<file path="config.mk">
export PLATFORM = sky130hd
export DESIGN_NAME = scdm_static_dram_mux
export DESIGN_NICKNAME = d
export VERILOG_FILES = /design/src/hdl/scdm_pkg.sv /design/src/hdl/scdm_static_dram_mux.sv
export SDC_FILE = /design/constraint.sdc
export NUM_CORES = 1
export LEC_CHECK = 0
export ABC_CLOCK_PERIOD_IN_PS = 7600
export BUFFER_PORTS_ARGS = -buffer_cell sky130_fd_sc_hd__buf_2
export CORE_MARGIN = 4
export CORE_UTILIZATION = 57
export DETAILED_ROUTE_END_ITERATION = 10
export PLACE_DENSITY = 0.86
export SLEW_MARGIN = 5
export SYNTH_ARGS = -nofsm -noshare
export SYNTH_HDL_FRONTEND = slang
export SYNTH_SLANG_ARGS = --single-unit
</file>
<file path="constraint.sdc">
create_clock -name clk -period 7.6 [get_ports clk]
set_input_delay 0.76 -clock clk [delete_from_list [all_inputs] [get_ports clk]]
set_output_delay 0.76 -clock clk [all_outputs]
set_load 0.02 [all_outputs]
</file>
<file path="src/hdl/scdm_pkg.sv">
// scdm_pkg: constants and types for the static cycle engine and dram address mux
// assumes a single 250 MHz bus clock domain and 28-bit external address pins
package scdm_pkg;

  // bus widths
  localparam int unsigned SCDM_AW   = 28;
  localparam int unsigned SCDM_DW   = 32;
  localparam int unsigned SCDM_BEW  = 4;
  localparam int unsigned SCDM_WCW  = 6;  // wait-state counter width
  localparam int unsigned SCDM_BLW  = 4;  // burst beat counter width

  // port width codes
  localparam logic [1:0] SCDM_PS_8  = 2'h0;
  localparam logic [1:0] SCDM_PS_16 = 2'h1;
  localparam logic [1:0] SCDM_PS_32 = 2'h2;

  // mapping select codes
  localparam logic SCDM_MAP_MODE0 = 1'b0;
  localparam logic SCDM_MAP_MODE1 = 1'b1;

  // least wait states of an asynchronous static cycle
  localparam logic [5:0] SCDM_ASYNC_MIN_WAIT = 6'h01;

  // reset values
  localparam logic [3:0]  SCDM_BE_IDLE   = 4'hf;
  localparam logic [27:0] SCDM_ADDR_RST  = 28'h0000000;
  localparam logic [31:0] SCDM_DATA_RST  = 32'h00000000;

  // multiplexed pin window
  localparam int unsigned SCDM_MUX_HI = 13;

  // cycle states, one-hot
  typedef enum logic [3:0] {
    SCDM_IDLE   = 4'b0001,
    SCDM_SETUP  = 4'b0010,
    SCDM_ACTIVE = 4'b0100,
    SCDM_HOLD   = 4'b1000
  } scdm_state_t;

endpackage

</file>
<file path="src/hdl/scdm_static_dram_mux.sv">
// scdm_static_dram_mux: static memory cycle engine with burst support and the
// internal dram row/column address multiplexer with its indicator pin.
// assumes: one bus clock; transfer_ack_n and rd_data come from pins; the dram
// sequencer (outside) supplies the dram cycle and column phase qualifiers.
`timescale 1ns/1ns
`default_nettype none

module scdm_static_dram_mux
  import scdm_pkg::*;
(
  input  wire logic                clk,                    // bus clock
  input  wire logic                sys_rst,                // async reset, high
  input  wire logic                req_valid,              // start a static access
  input  wire logic                req_write,              // 1 write, 0 read
  input  wire logic [SCDM_AW-1:0]  req_addr,               // logical start address
  input  wire logic [SCDM_DW-1:0]  req_wdata,              // write data, all beats
  input  wire logic [SCDM_BEW-1:0] req_be_n,               // byte lanes, low active
  input  wire logic [SCDM_BLW-1:0] req_beats,              // extra burst beats
  input  wire logic                cfg_async,              // asynchronous static mode
  input  wire logic [SCDM_WCW-1:0] cfg_wait,               // first-beat wait states
  input  wire logic [SCDM_WCW-1:0] cfg_burst_wait,         // later-beat wait states
  input  wire logic [1:0]          cfg_port_size,          // 8/16/32-bit port
  input  wire logic                external_mux_select,    // disable internal mux
  input  wire logic                mux_indicator_force,    // drive indicator anyway
  input  wire logic                per_select_mux_disable, // current select unmuxed
  input  wire logic                mux_mapping_select,     // mode 0 / mode 1
  input  wire logic                dram_cycle,             // dram owns the address
  input  wire logic                dram_col_phase,         // page/edo column phase
  input  wire logic                sdram_cmd_phase,        // sdram rd/wr/load mode
  input  wire logic                transfer_ack_n,         // ack pin, low active
  input  wire logic [SCDM_DW-1:0]  rd_data,                // data pins in
  output logic                     req_ready,              // idle, takes a request
  output logic                     req_done,               // access finished pulse
  output logic [SCDM_DW-1:0]       rdata,                  // captured read data
  output logic                     rdata_valid,            // read beat pulse
  output logic                     cs_n,                   // chip select, low
  output logic                     oe_n,                   // output enable, low
  output logic                     we_n,                   // write enable, low
  output logic [SCDM_BEW-1:0]      byte_enable_n,          // byte enables, low
  output logic [SCDM_AW-1:0]       addr_pins,              // address pins
  output logic [SCDM_DW-1:0]       wr_data,                // data pins out
  output logic                     wr_data_oe,             // data pins driven
  output logic                     mux_indicator_pin,      // mux indicator out
  output logic                     mux_indicator_oe        // indicator driven
);

  ////////////////////////////////////////////////////////////////////////////
  // helpers

  // address increment per beat
  function automatic logic [SCDM_AW-1:0] scdm_step(input logic [1:0] ps);
    logic [SCDM_AW-1:0] s;
    s = 28'h0000001;
    if (ps == SCDM_PS_16) begin
      s = 28'h0000002;
    end else if (ps == SCDM_PS_32) begin
      s = 28'h0000004;
    end
    return s;
  endfunction

  // internal row/column multiplexer on A13:A0, upper pins stay plain
  function automatic logic [SCDM_AW-1:0] scdm_mux(input logic [SCDM_AW-1:0] a, input logic [1:0] ps,
                                                  input logic md, input logic col);
    logic [SCDM_AW-1:0] o;
    o = a;
    o[SCDM_MUX_HI:0] = 14'h0000;
    if (md == SCDM_MAP_MODE0) begin
      case (ps)
        SCDM_PS_8: begin
          o[11]  = col ? a[19] : a[18];
          o[8:0] = col ? a[8:0] : {a[17:13], a[11], a[12], a[10], a[9]};
        end
        SCDM_PS_16: begin
          o[12]  = col ? a[20] : a[19];
          o[9:1] = col ? a[9:1] : a[18:10];
        end
        default: begin
          o[13]   = col ? a[21] : a[20];
          o[10:2] = col ? a[10:2] : a[19:11];
        end
      endcase
    end else begin
      case (ps)
        SCDM_PS_8: begin
          o[13:0] = col ? {3'h0, a[10], a[20], a[19], a[7:0]} : a[21:8];
        end
        SCDM_PS_16: begin
          o[13:1] = col ? {3'h0, a[10:1]} : a[21:9];
        end
        default: begin
          o[13:2] = col ? {3'h0, a[10:2]} : a[21:10];
        end
      endcase
    end
    return o;
  endfunction

  ////////////////////////////////////////////////////////////////////////////
  // state

  typedef struct packed {
    scdm_state_t          st;
    logic                 ack_s1;
    logic                 ack_s2;
    logic                 ack_s3;
    logic                 ack_armed;
    logic                 async;
    logic                 write;
    logic [1:0]           ps;
    logic [SCDM_BLW-1:0]  beats;
    logic [SCDM_WCW-1:0]  wait_cnt;
    logic                 strobe_on;
    logic                 cs_n;
    logic [SCDM_BEW-1:0]  be_n;
    logic [SCDM_BEW-1:0]  be_rise_n;
    logic [SCDM_AW-1:0]   laddr;
    logic [SCDM_AW-1:0]   pins;
    logic [SCDM_DW-1:0]   wdata;
    logic                 wdata_oe;
    logic [SCDM_DW-1:0]   rdata;
    logic                 rdata_valid;
    logic                 done;
    logic                 ready;
    logic                 ind;
    logic                 ind_oe;
  } scdm_regs_t;

  scdm_regs_t q;
  scdm_regs_t d;
  logic       ack_low;
  logic       ack_high;
  logic       beat_done;
  logic       oe_n_q;
  logic       we_n_q;
  logic [3:0] be_fall_n_q;

  // ack filter: a level counts once the second and third stage agree
  assign ack_low  = ~q.ack_s2 & ~q.ack_s3;
  assign ack_high = q.ack_s2 & q.ack_s3;
  // beat ends on the edge where ack is seen low after the wait states
  assign beat_done = (q.st == SCDM_ACTIVE) && (q.wait_cnt == 6'h00) && q.ack_armed && ack_low;

  ////////////////////////////////////////////////////////////////////////////
  // next state

  always_comb begin
    logic use_internal;
    use_internal = 1'b0;
    d = q;
    d.ack_s1      = transfer_ack_n;
    d.ack_s2      = q.ack_s1;
    d.ack_s3      = q.ack_s2;
    d.done        = 1'b0;
    d.rdata_valid = 1'b0;
    if (ack_high) begin
      d.ack_armed = 1'b1;
    end
    case (q.st)
      SCDM_IDLE: begin
        d.ready = 1'b1;
        if (req_valid && q.ready) begin
          d.ready    = 1'b0;
          d.async    = cfg_async;
          d.write    = req_write;
          d.ps       = cfg_port_size;
          d.beats    = req_beats;
          d.laddr    = req_addr;
          d.be_n     = req_be_n;
          d.wdata    = req_wdata;
          d.wdata_oe = req_write;
          d.strobe_on = 1'b1;
          if (cfg_async) begin
            d.wait_cnt = (cfg_wait < SCDM_ASYNC_MIN_WAIT) ? SCDM_ASYNC_MIN_WAIT : cfg_wait;
            d.cs_n     = 1'b0;
            d.st       = SCDM_ACTIVE;
          end else begin
            d.wait_cnt = cfg_wait;
            d.st       = SCDM_SETUP;                           // strobe leads select
          end
        end
      end
      SCDM_SETUP: begin
        d.cs_n      = 1'b0;
        d.be_rise_n = q.be_n;
        d.st        = SCDM_ACTIVE;
      end
      SCDM_ACTIVE: begin
        if (q.wait_cnt != 6'h00) begin
          d.wait_cnt = q.wait_cnt - 6'h01;
        end else if (beat_done) begin
          d.ack_armed = 1'b0;
          if (!q.write) begin
            d.rdata       = rd_data;
            d.rdata_valid = 1'b1;
          end
          if (q.beats != 4'h0) begin
            d.beats    = q.beats - 4'h1;
            d.laddr    = q.laddr + scdm_step(q.ps);
            if (q.async) begin
              d.wait_cnt  = (cfg_burst_wait < SCDM_ASYNC_MIN_WAIT) ? SCDM_ASYNC_MIN_WAIT : cfg_burst_wait;
              d.strobe_on = 1'b0;
              d.st        = SCDM_HOLD;
            end else begin
              d.wait_cnt = cfg_burst_wait;                     // sync burst keeps strobes low
            end
          end else if (q.async) begin
            d.strobe_on = 1'b0;
            d.st        = SCDM_HOLD;
          end else begin
            d.cs_n      = 1'b1;
            d.be_rise_n = SCDM_BE_IDLE;
            d.strobe_on = 1'b0;
            d.wdata_oe  = 1'b0;
            d.done      = 1'b1;
            d.st        = SCDM_IDLE;
          end
        end
      end
      SCDM_HOLD: begin
        // async only: select stays low while the strobe rises; a reloaded wait count means a beat follows
        if (q.wait_cnt != 6'h00) begin
          d.strobe_on = 1'b1;
          d.st        = SCDM_ACTIVE;
        end else begin
          d.cs_n     = 1'b1;
          d.wdata_oe = 1'b0;
          d.done     = 1'b1;
          d.st       = SCDM_IDLE;
        end
      end
      default: begin
        d.st       = SCDM_IDLE;
        d.cs_n     = 1'b1;
        d.strobe_on = 1'b0;
      end
    endcase
    // address pins: internal mux only when neither disable applies
    use_internal = dram_cycle && !external_mux_select && !per_select_mux_disable;
    if (use_internal) begin
      d.pins = scdm_mux(q.laddr, q.ps, mux_mapping_select, dram_col_phase | sdram_cmd_phase);
    end else begin
      d.pins = q.laddr;
    end
    d.ind_oe = external_mux_select | mux_indicator_force | (per_select_mux_disable & dram_cycle);
    d.ind    = d.ind_oe & dram_cycle & (dram_col_phase | sdram_cmd_phase);
  end

  ////////////////////////////////////////////////////////////////////////////
  // rising edge registers

  always_ff @(posedge clk or posedge sys_rst) begin
    if (sys_rst) begin
      q <= '{st: SCDM_IDLE, ack_s1: 1'b1, ack_s2: 1'b1, ack_s3: 1'b1, ack_armed: 1'b0, async: 1'b0,
             write: 1'b0, ps: SCDM_PS_8, beats: 4'h0, wait_cnt: 6'h00, strobe_on: 1'b0, cs_n: 1'b1,
             be_n: SCDM_BE_IDLE, be_rise_n: SCDM_BE_IDLE, laddr: SCDM_ADDR_RST, pins: SCDM_ADDR_RST,
             wdata: SCDM_DATA_RST, wdata_oe: 1'b0, rdata: SCDM_DATA_RST, rdata_valid: 1'b0,
             done: 1'b0, ready: 1'b0, ind: 1'b0, ind_oe: 1'b0};
    end else begin
      q <= d;
    end
  end

  // falling edge strobes follow the rising-edge strobe request
  always_ff @(negedge clk or posedge sys_rst) begin
    if (sys_rst) begin
      oe_n_q      <= 1'b1;
      we_n_q      <= 1'b1;
      be_fall_n_q <= SCDM_BE_IDLE;
    end else begin
      oe_n_q      <= ~(q.strobe_on & ~q.write);
      we_n_q      <= ~(q.strobe_on & q.write);
      be_fall_n_q <= q.strobe_on ? q.be_n : SCDM_BE_IDLE;
    end
  end

  ////////////////////////////////////////////////////////////////////////////
  // outputs

  assign req_ready         = q.ready;
  assign req_done          = q.done;
  assign rdata             = q.rdata;
  assign rdata_valid       = q.rdata_valid;
  assign cs_n              = q.cs_n;
  assign oe_n              = oe_n_q;
  assign we_n              = we_n_q;
  assign byte_enable_n     = q.async ? be_fall_n_q : q.be_rise_n; // lane timing per mode
  assign addr_pins         = q.pins;
  assign wr_data           = q.wdata;
  assign wr_data_oe        = q.wdata_oe;
  assign mux_indicator_pin = q.ind;
  assign mux_indicator_oe  = q.ind_oe;
endmodule

`default_nettype wire

</file>
==> metrics list, run 1 <==
* Crit path max fanout: 1
* Total of buffers placed on input and output ports: 231
- 1st-iter DRT viols: 508
- Clock tree skew after final layout: 0.0384 ns
- When the netlist entered floorplanning its net count stood at 1019.
- In this run the most critical hold path is launched from d[152].
* Total cell area at the placement stage: 8940 sq um
- For this run the aggregate overflow at the end of global routing stands at 0.
- Count of instances resized after the clock tree is built: 0
- Once the floorplan was initialized, standard cells occupied 58.3% of the core.
- In this run the cell area of the synthesized design comes to 8470 sq um.
- The initialized floorplan defines 44 standard-cell rows.
* Distinct cell type count after synthesis: 78
- Counting instances, the worst hold path has a depth of 0.
* Total detailed-routing wirelength: 19900 um
* Endpoint type of the worst setup path: primary output
* Hold violation total from the final report: 0
- The die is 130 um wide.
- Tracing the worst setup path back leads to its startpoint at be_fall_n_q[3].
- Core outline area: 14500 sq um
- The setup check on the worst reg-to-reg path leaves a slack of 3.11 ns.
* Worst path arrival time: 5.06 ns
- The path with the worst hold slack has its endpoint at d[151].
* Synthesized instance count: 882
* Number of warnings issued by yosys: 0
- Clock slew at reported path FFs: 0.07 ns
- The die is 130 um tall.
- Path depth of the worst reg2reg path: 1
- For this run, the leading register cell type out of synthesis is sky130_fd_sc_hd__dfrtp_1.
- The max-slew violation count came to 0.
* Path category of the worst min-delay check: register to register
- Unrepaired setup endpoints after global routing: false
- Total negative slack for setup checks: 0 ns
- For this run, the total global-route usage over all layers was measured as 23.2%.
- From synthesis to final layout, the design area changed by 13.3%.
- Startpoint of the lowest-slack register-to-register path: q[131]
- Final Util: 66.1%
- The initial antenna violation count was 0.
* DP HPWL: 14100 um
- Transition time at the pin with the least slew margin: 1.09 ns
- Number of levels the H-tree was split into: 4
- Die footprint: 16900 sq um
* Type of the worst setup path: register to primary output
* Post-CTS Setup Repair Bufs: 0
- Post-CTS Hold Buffers: 0
* Area of all placed cells without fillers: 9600 sq um
* Clock sink total: 164
- A synthesized cell averages 9.61 sq um.
- VDD sags by at most 0.000231 V.
- Vias in the first global route: 6381
- Vias per std cell: 5.62
* Max clock buf depth: 2
* Number of nets in the layout: 1140
- For the worst setup path, the data required time is 6.84 ns.
- Number of max-cap violations: 0
- After detailed routing, the number of remaining DRC violations is 0.
* Global-route wire length before repair: 31200 um
- STA classifies the critical path startpoint as a register.
- Fraction of layout instances using a drive strength above 1: 34.3%
* Number of enable-type register cells in the synthesized netlist: 0
- The clock reaches the later pin of the worst-skew pair after 0.46 ns.
- Fraction of the yosys area taken by sequential cells: 48.7%
- Final Wtd Congestion: 0.895
- The flow ran to the end, and the final reports show no timing, DRC or antenna violations.
- The endpoint identified for the worst register-to-register timing path is be_fall_n_q[1].
* Final setup fails: 0
- Async set-reset flop share out of synthesis: 100%
- Static leakage: 4.72 nW
- Total power consumption of the routed design: 4.31 mW
- Entering global routing, the biggest net connects 72 pins.
- The first detailed-routing pass took 5 iterations.
- Number of vias after detailed routing: 6747
- Antenna cell count: 0
* Clk root buf: sky130_fd_sc_hd__clkbuf_16
- Clock tree from TritonCTS: yes
* Number of ports placed on the die boundary: 232
* Min setup slack post-route: 1.78 ns
* Count of state elements after synthesis: 164
- Detailed-route wire length per cell: 16.6 um
- Worst slack after detailed placement: 2.24 ns
* Worst slew margin relative to its limit: 27.0%
* Pwr per Cell Area: 449 nW/um^2
* TritonCTS buffer count: 17
* ANT nets after route: 0
## worst max path at each step
stage	endpoint	cells after the start
floorplan	be_fall_n_q[0]	1
global placement	byte_enable_n[3]	2
detailed placement	byte_enable_n[0]	2
CTS	byte_enable_n[3]	2
global route	byte_enable_n[2]	2
finish	byte_enable_n[3]	2
## cell usage after synthesis (3+ instances only)
master	number	area (sq um)
sky130_fd_sc_hd__o22ai_1	9	56.3
sky130_fd_sc_hd__dfrtp_1	145	3630
sky130_fd_sc_hd__and3_1	7	43.8
sky130_fd_sc_hd__nor3b_1	4	30.0
sky130_fd_sc_hd__clkbuf_1	21	78.8
sky130_fd_sc_hd__buf_6	9	101
sky130_fd_sc_hd__dfstp_2	19	499
sky130_fd_sc_hd__o211ai_1	5	37.5
sky130_fd_sc_hd__o22a_1	7	61.3
sky130_fd_sc_hd__nand3_1	7	35.0
sky130_fd_sc_hd__a32oi_1	4	35.0
sky130_fd_sc_hd__mux2i_1	7	70.1
sky130_fd_sc_hd__a211oi_1	5	37.5
sky130_fd_sc_hd__buf_4	92	691
sky130_fd_sc_hd__a31oi_1	15	93.8
sky130_fd_sc_hd__and2_1	9	56.3
sky130_fd_sc_hd__nor2_1	52	195
sky130_fd_sc_hd__or3_1	3	18.8
sky130_fd_sc_hd__a41oi_1	4	35.0
sky130_fd_sc_hd__mux2_1	3	33.8
sky130_fd_sc_hd__nand2_1	172	646
sky130_fd_sc_hd__inv_1	14	52.6
sky130_fd_sc_hd__nor4_1	6	37.5
sky130_fd_sc_hd__a21o_1	4	30.0
sky130_fd_sc_hd__and4_1	3	26.3
sky130_fd_sc_hd__o2bb2ai_1	4	35.0
sky130_fd_sc_hd__buf_2	13	65.1
sky130_fd_sc_hd__nor3_1	9	45.0
sky130_fd_sc_hd__ha_1	10	125
sky130_fd_sc_hd__buf_1	3	11.3
sky130_fd_sc_hd__nand4_1	9	56.3
sky130_fd_sc_hd__nand2b_1	6	37.5
sky130_fd_sc_hd__mux2_2	35	394
sky130_fd_sc_hd__a21oi_1	59	295
sky130_fd_sc_hd__o21ai_0	55	275
## flip-flops by register name (all words and copies together), names as in the netlist
signal             cells
wr_data               32
rdata_valid            1
mux_indicator_oe       1
be_fall_n_q            4
we_n                   1
wr_data_oe             1
req_ready              1
rdata                 32
addr_pins             28
cs_n                   1
d                      2
mux_indicator_pin      1
req_done               1
oe_n                   1
q                     57
## final cells by class
type	count	area (sq um)
clock buffers	18	450
clock inverters	20	214
fillers	1174	4930
inverters	13	52.6
multi-input cells	563	3320
flip-flops and latches	164	4130
well taps	184	230
repair buffers	238	1210
## through the flow
stage	cells	hold slack (ns)
final	1200	0.356
after global routing	1200	0.368
after CTS	1200	0.357
after detailed placement	1163	0.350
after global placement	1163	0.346
after floorplan	882	0.345
## power by group
part,switching [mW],internal (mW),leakage (nW),total (mW)
registers,0.330,1.30,1.97,1.63
logic,1.09,0.657,2.41,1.75
clock network,0.380,0.553,0.347,0.933
total,1.80,2.51,4.72,4.31
## cells by family after synthesis
logic type      Yosys count  share of synthesized area [%]
mux                      45                           5.88
compound gates          194                           14.2
xor+xnor                  3                          0.310
buf+inv                 155                           12.3
flops                   164                           48.7
simple gates            311                           17.2
fa+ha+maj                10                           1.48
## worst max-delay path, cell delays in order, from the launching register on
cell and delay [ns]:
sky130_fd_sc_hd__dfstp_2 0.51, sky130_fd_sc_hd__mux2_2 0.13, sky130_fd_sc_hd__buf_2 0.16
## cells in the final DEF, fill, tap and decap left out, drive strengths merged, types with 3 or more instances in the layout
cell type	count
a211o	3
a211oi	5
a21o	5
a21oi	59
a31oi	15
a32oi	4
a41oi	4
and2	11
and3	9
and4	3
buf	238
bufinv	3
clkbuf	18
clkinv	4
dfrtp	145
dfstp	19
ha	10
inv	25
mux2	38
mux2i	7
nand2	173
nand2b	7
nand3	8
nand4	9
nor2	53
nor3	10
nor3b	5
nor4	6
nor4b	3
o211ai	5
o21ai	55
o22a	7
o22ai	9
o2bb2ai	4
or3	3
## routing by layer
layer	vias to the layer above	GRT usage [%]	wire, um
li1	3200	-	-
met1	3219	30.5	8130
met2	291	38.0	9840
met3	37	5.32	1590
met4	0	8.50	367
met5	-	0	0
(Power assumes the default switching activity.)
==> run 2, diff against run 1 <==
ABC_CLOCK_PERIOD_IN_PS = 5650   (was 7600)
CORE_UTILIZATION = 53   (was 57)
PLACE_DENSITY = 0.81   (was 0.86)
clock period = 5.65 ns   (was 7.6 ns; I/O delays follow)
==> run 2 against run 1 <==
Net effect:
- critical path depth unchanged
- clock skew fell by 0.0063 ns
- sequential cell count unchanged
- sequential power up 34%
- register-to-register slack got worse by 0.97 ns
- non-clock buffer count grew 1
- first-iteration DRC count fell by 24%
- critical endpoint unchanged
==> metrics list, run 2 (same netlist as run 1, synthesis figures left out) <==
* Clock slew at reported path FFs: 0.07 ns (about the same)
* DP HPWL: 14600 um (was 14100 um)
- Worst setup path startpoint: be_fall_n_q[3] (unchanged)
- The number of fillers in the final layout is 1303 (was 1174).
- The number of setup buffers added after CTS came to 0 (unchanged).
- Global-route wire length before repair: 32600 um (was 31200 um)
- The kind of end point of the critical path is a primary output (unchanged).
- Biggest register: q (unchanged)
- TritonCTS buffer count: 17 (unchanged)
- Endpoint required time on the critical path: 5.09 ns (was 6.84 ns)
- The CTS tree is yes (unchanged).
- The number of flip-flops in the largest register is 57 (unchanged).
* Floorplan row count: 45 (was 44)
* Number of levels the H-tree was split into: 4 (unchanged)
- Static leakage: 4.71 nW (was 4.72 nW)
* Post-CTS Hold Buffers: 0 (unchanged)
* Max clock buf depth: 2 (unchanged)
- Vias per std cell: 5.51 (was 5.62)
- The die span in x is 134 um (was 130 um).
- Number of ports placed on the die boundary: 232 (unchanged)
- Worst skew pair latency: 0.45 ns (was 0.46 ns)
- The transition at the pin with the smallest max-transition slack came to 1.10 ns (was 1.09 ns).
* Vias in the first global route: 6495 (was 6381)
- Number of max-cap violations: 0 (unchanged)
- All-Layer GR Usage: 22.5% (was 23.2%)
- The max-slew violation count is 0 (unchanged).
* Largest net degree at the start of global routing: 76 (was 72)
- Die Y: 134 um (was 130 um)
- Pwr per Cell Area: 598 nW/um^2 (was 449 nW/um^2)
- The worst-path maximum fanout was 1 (unchanged).
- The worst supply voltage drop on vdd is 0.000411 V (was 0.000231 V).
* Total of buffers placed on input and output ports: 231 (unchanged)
- Clock sink total: 164 (unchanged)
* Area of all placed cells without fillers: 9610 sq um (was 9600 sq um)
- Commonest non-fill, non-tap cells in the layout: sky130_fd_sc_hd__buf_2, sky130_fd_sc_hd__nand2_1, sky130_fd_sc_hd__dfrtp_1 (unchanged)
- The type of origin of the critical path was a register (unchanged).
* Final Util: 62.3% (was 66.1%)
- The share of layout cells above drive strength 1 was 34.3% (about the same).
* Path category of the worst min-delay check: input pin to asynchronous set/reset pin (was register to register)
- 1st-iter DRT viols: 387 (was 508)
- Remaining design rule violation count: 0 (unchanged)
- The initial core utilization is 54.9% (was 58.3%).
- The relative area change from synthesis to final layout is 13.5% (was 13.3%).
* Type of the worst setup path: register to primary output (unchanged)
- The beginning of the worst register-to-register path is q[132] (was q[131]).
* Final setup fails: 0 (unchanged)
- ANT nets after route: 0 (unchanged)
- Unrepaired setup endpoints after global routing: false (unchanged)
* Worst slew margin relative to its limit: 26.2% (was 27.0%)
* Total cell area at the placement stage: 8980 sq um (was 8940 sq um)
- The total vias in the final route was 6768 (was 6747).
- The arrival time at the worst endpoint is 4.07 ns (was 5.06 ns).
- Number of iterations in the first detailed-routing pass: 5 (unchanged)
- The worst-case clock skew came to 0.0321 ns (was 0.0384 ns).
- Antenna cell count: 0 (unchanged)
- Clk root buf: sky130_fd_sc_hd__clkbuf_16 (unchanged)
* Count of instances resized after the clock tree is built: 0 (unchanged)
* Final Wtd Congestion: 0.891 (was 0.895)
- The initial antenna violation count was 0 (unchanged).
* Worst reg2reg path endpoint: be_fall_n_q[2] (was be_fall_n_q[1])
* Core outline area: 15400 sq um (was 14500 sq um)
* Path depth of the worst reg2reg path: 1 (unchanged)
* Run status: complete, no violations (unchanged)
- Detailed-route wire length per cell: 16.7 um (was 16.6 um)
- The most common library cell in the layout ignoring fill and taps is sky130_fd_sc_hd__buf_2 (unchanged).
- Setup slack, reg-to-reg: 2.14 ns (was 3.11 ns)
- Total negative slack for setup checks: 0 ns (unchanged)
* Hold violation total from the final report: 0 (unchanged)
* Capturing instance or port of the critical path: byte_enable_n[3] (unchanged)
- The floorplan die area was 18100 sq um (was 16900 sq um).
- Residual overflow from global routing: 0 (unchanged)
- Number of nets in the layout: 1141 (was 1140)
- Total detailed-routing wirelength: 20500 um (was 19900 um)
==> run 2: cell types whose count changed in the layout (fill, tap and decap cells not counted), sizes merged <==
cell      before  now
buf          238  239
inv           25   21
clkinv         4    7
clkinvlp       1    3
clkbuf        18   17
==> run 2: how the worst min path moves through the flow <==
stage | startpoint | end | slack, ns | depth (start not counted)
floorplan | d[152] | d[151] | 0.35 | 0
global placement | d[152] | d[151] | 0.35 | 0
detailed placement | d[152] | d[151] | 0.35 | 0
CTS | sys_rst | wr_data[1] | 0.18 | 2
global route | sys_rst | wr_data[6] | 0.21 | 2
finish | sys_rst | wr_data[6] | 0.18 | 2
==> run 2: layer usage <==
| layer | global-route usage (%) | vias to the layer above | wire [um] |
|---|---|---|---|
| li1 | - | 3194 | - |
| met1 | 29.3 | 3239 | 8600 |
| met2 | 37.2 | 301 | 10000 |
| met3 | 4.66 | 34 | 1510 |
| met4 | 8.82 | 0 | 417 |
| met5 | 0 | - | 0 |
==> run 2: per-stage QoR <==
step,cells,hold slack (ns),worst slack (ns),power [mW]
6_report,1228,0.182,1.01,5.75
5_1_grt,1228,0.208,0.962,6.14
4_1_cts,1228,0.181,0.995,5.78
3_5_place_dp,1191,0.347,1.47,4.57
3_3_place_gp,1191,0.345,1.48,4.48
2_1_floorplan,882,0.345,0.697,4.27
==> run 2: power breakdown <==
part / leakage, nW / switching [mW] / internal (mW)
combinational: 2.41 / 1.48 / 0.885
clock: 0.326 / 0.491 / 0.707
sequential: 1.97 / 0.446 / 1.74
==> run 2: layout make-up <==
class | count | area, sq um | share of cell area, %
sequential | 164 | 4130 | 42.9
multi-input combinational | 563 | 3320 | 34.5
timing repair buffer | 239 | 1220 | 12.6
clock buffer | 17 | 425 | 4.42
tap | 211 | 264 | 2.75
clock inverter | 21 | 210 | 2.19
inverter | 13 | 52.6 | 0.547
==> run 2: worst max-delay path, stage by stage (launching register included) <==
cell                      delay, ns
sky130_fd_sc_hd__dfstp_2       0.51
sky130_fd_sc_hd__mux2_2        0.13
sky130_fd_sc_hd__buf_2         0.16
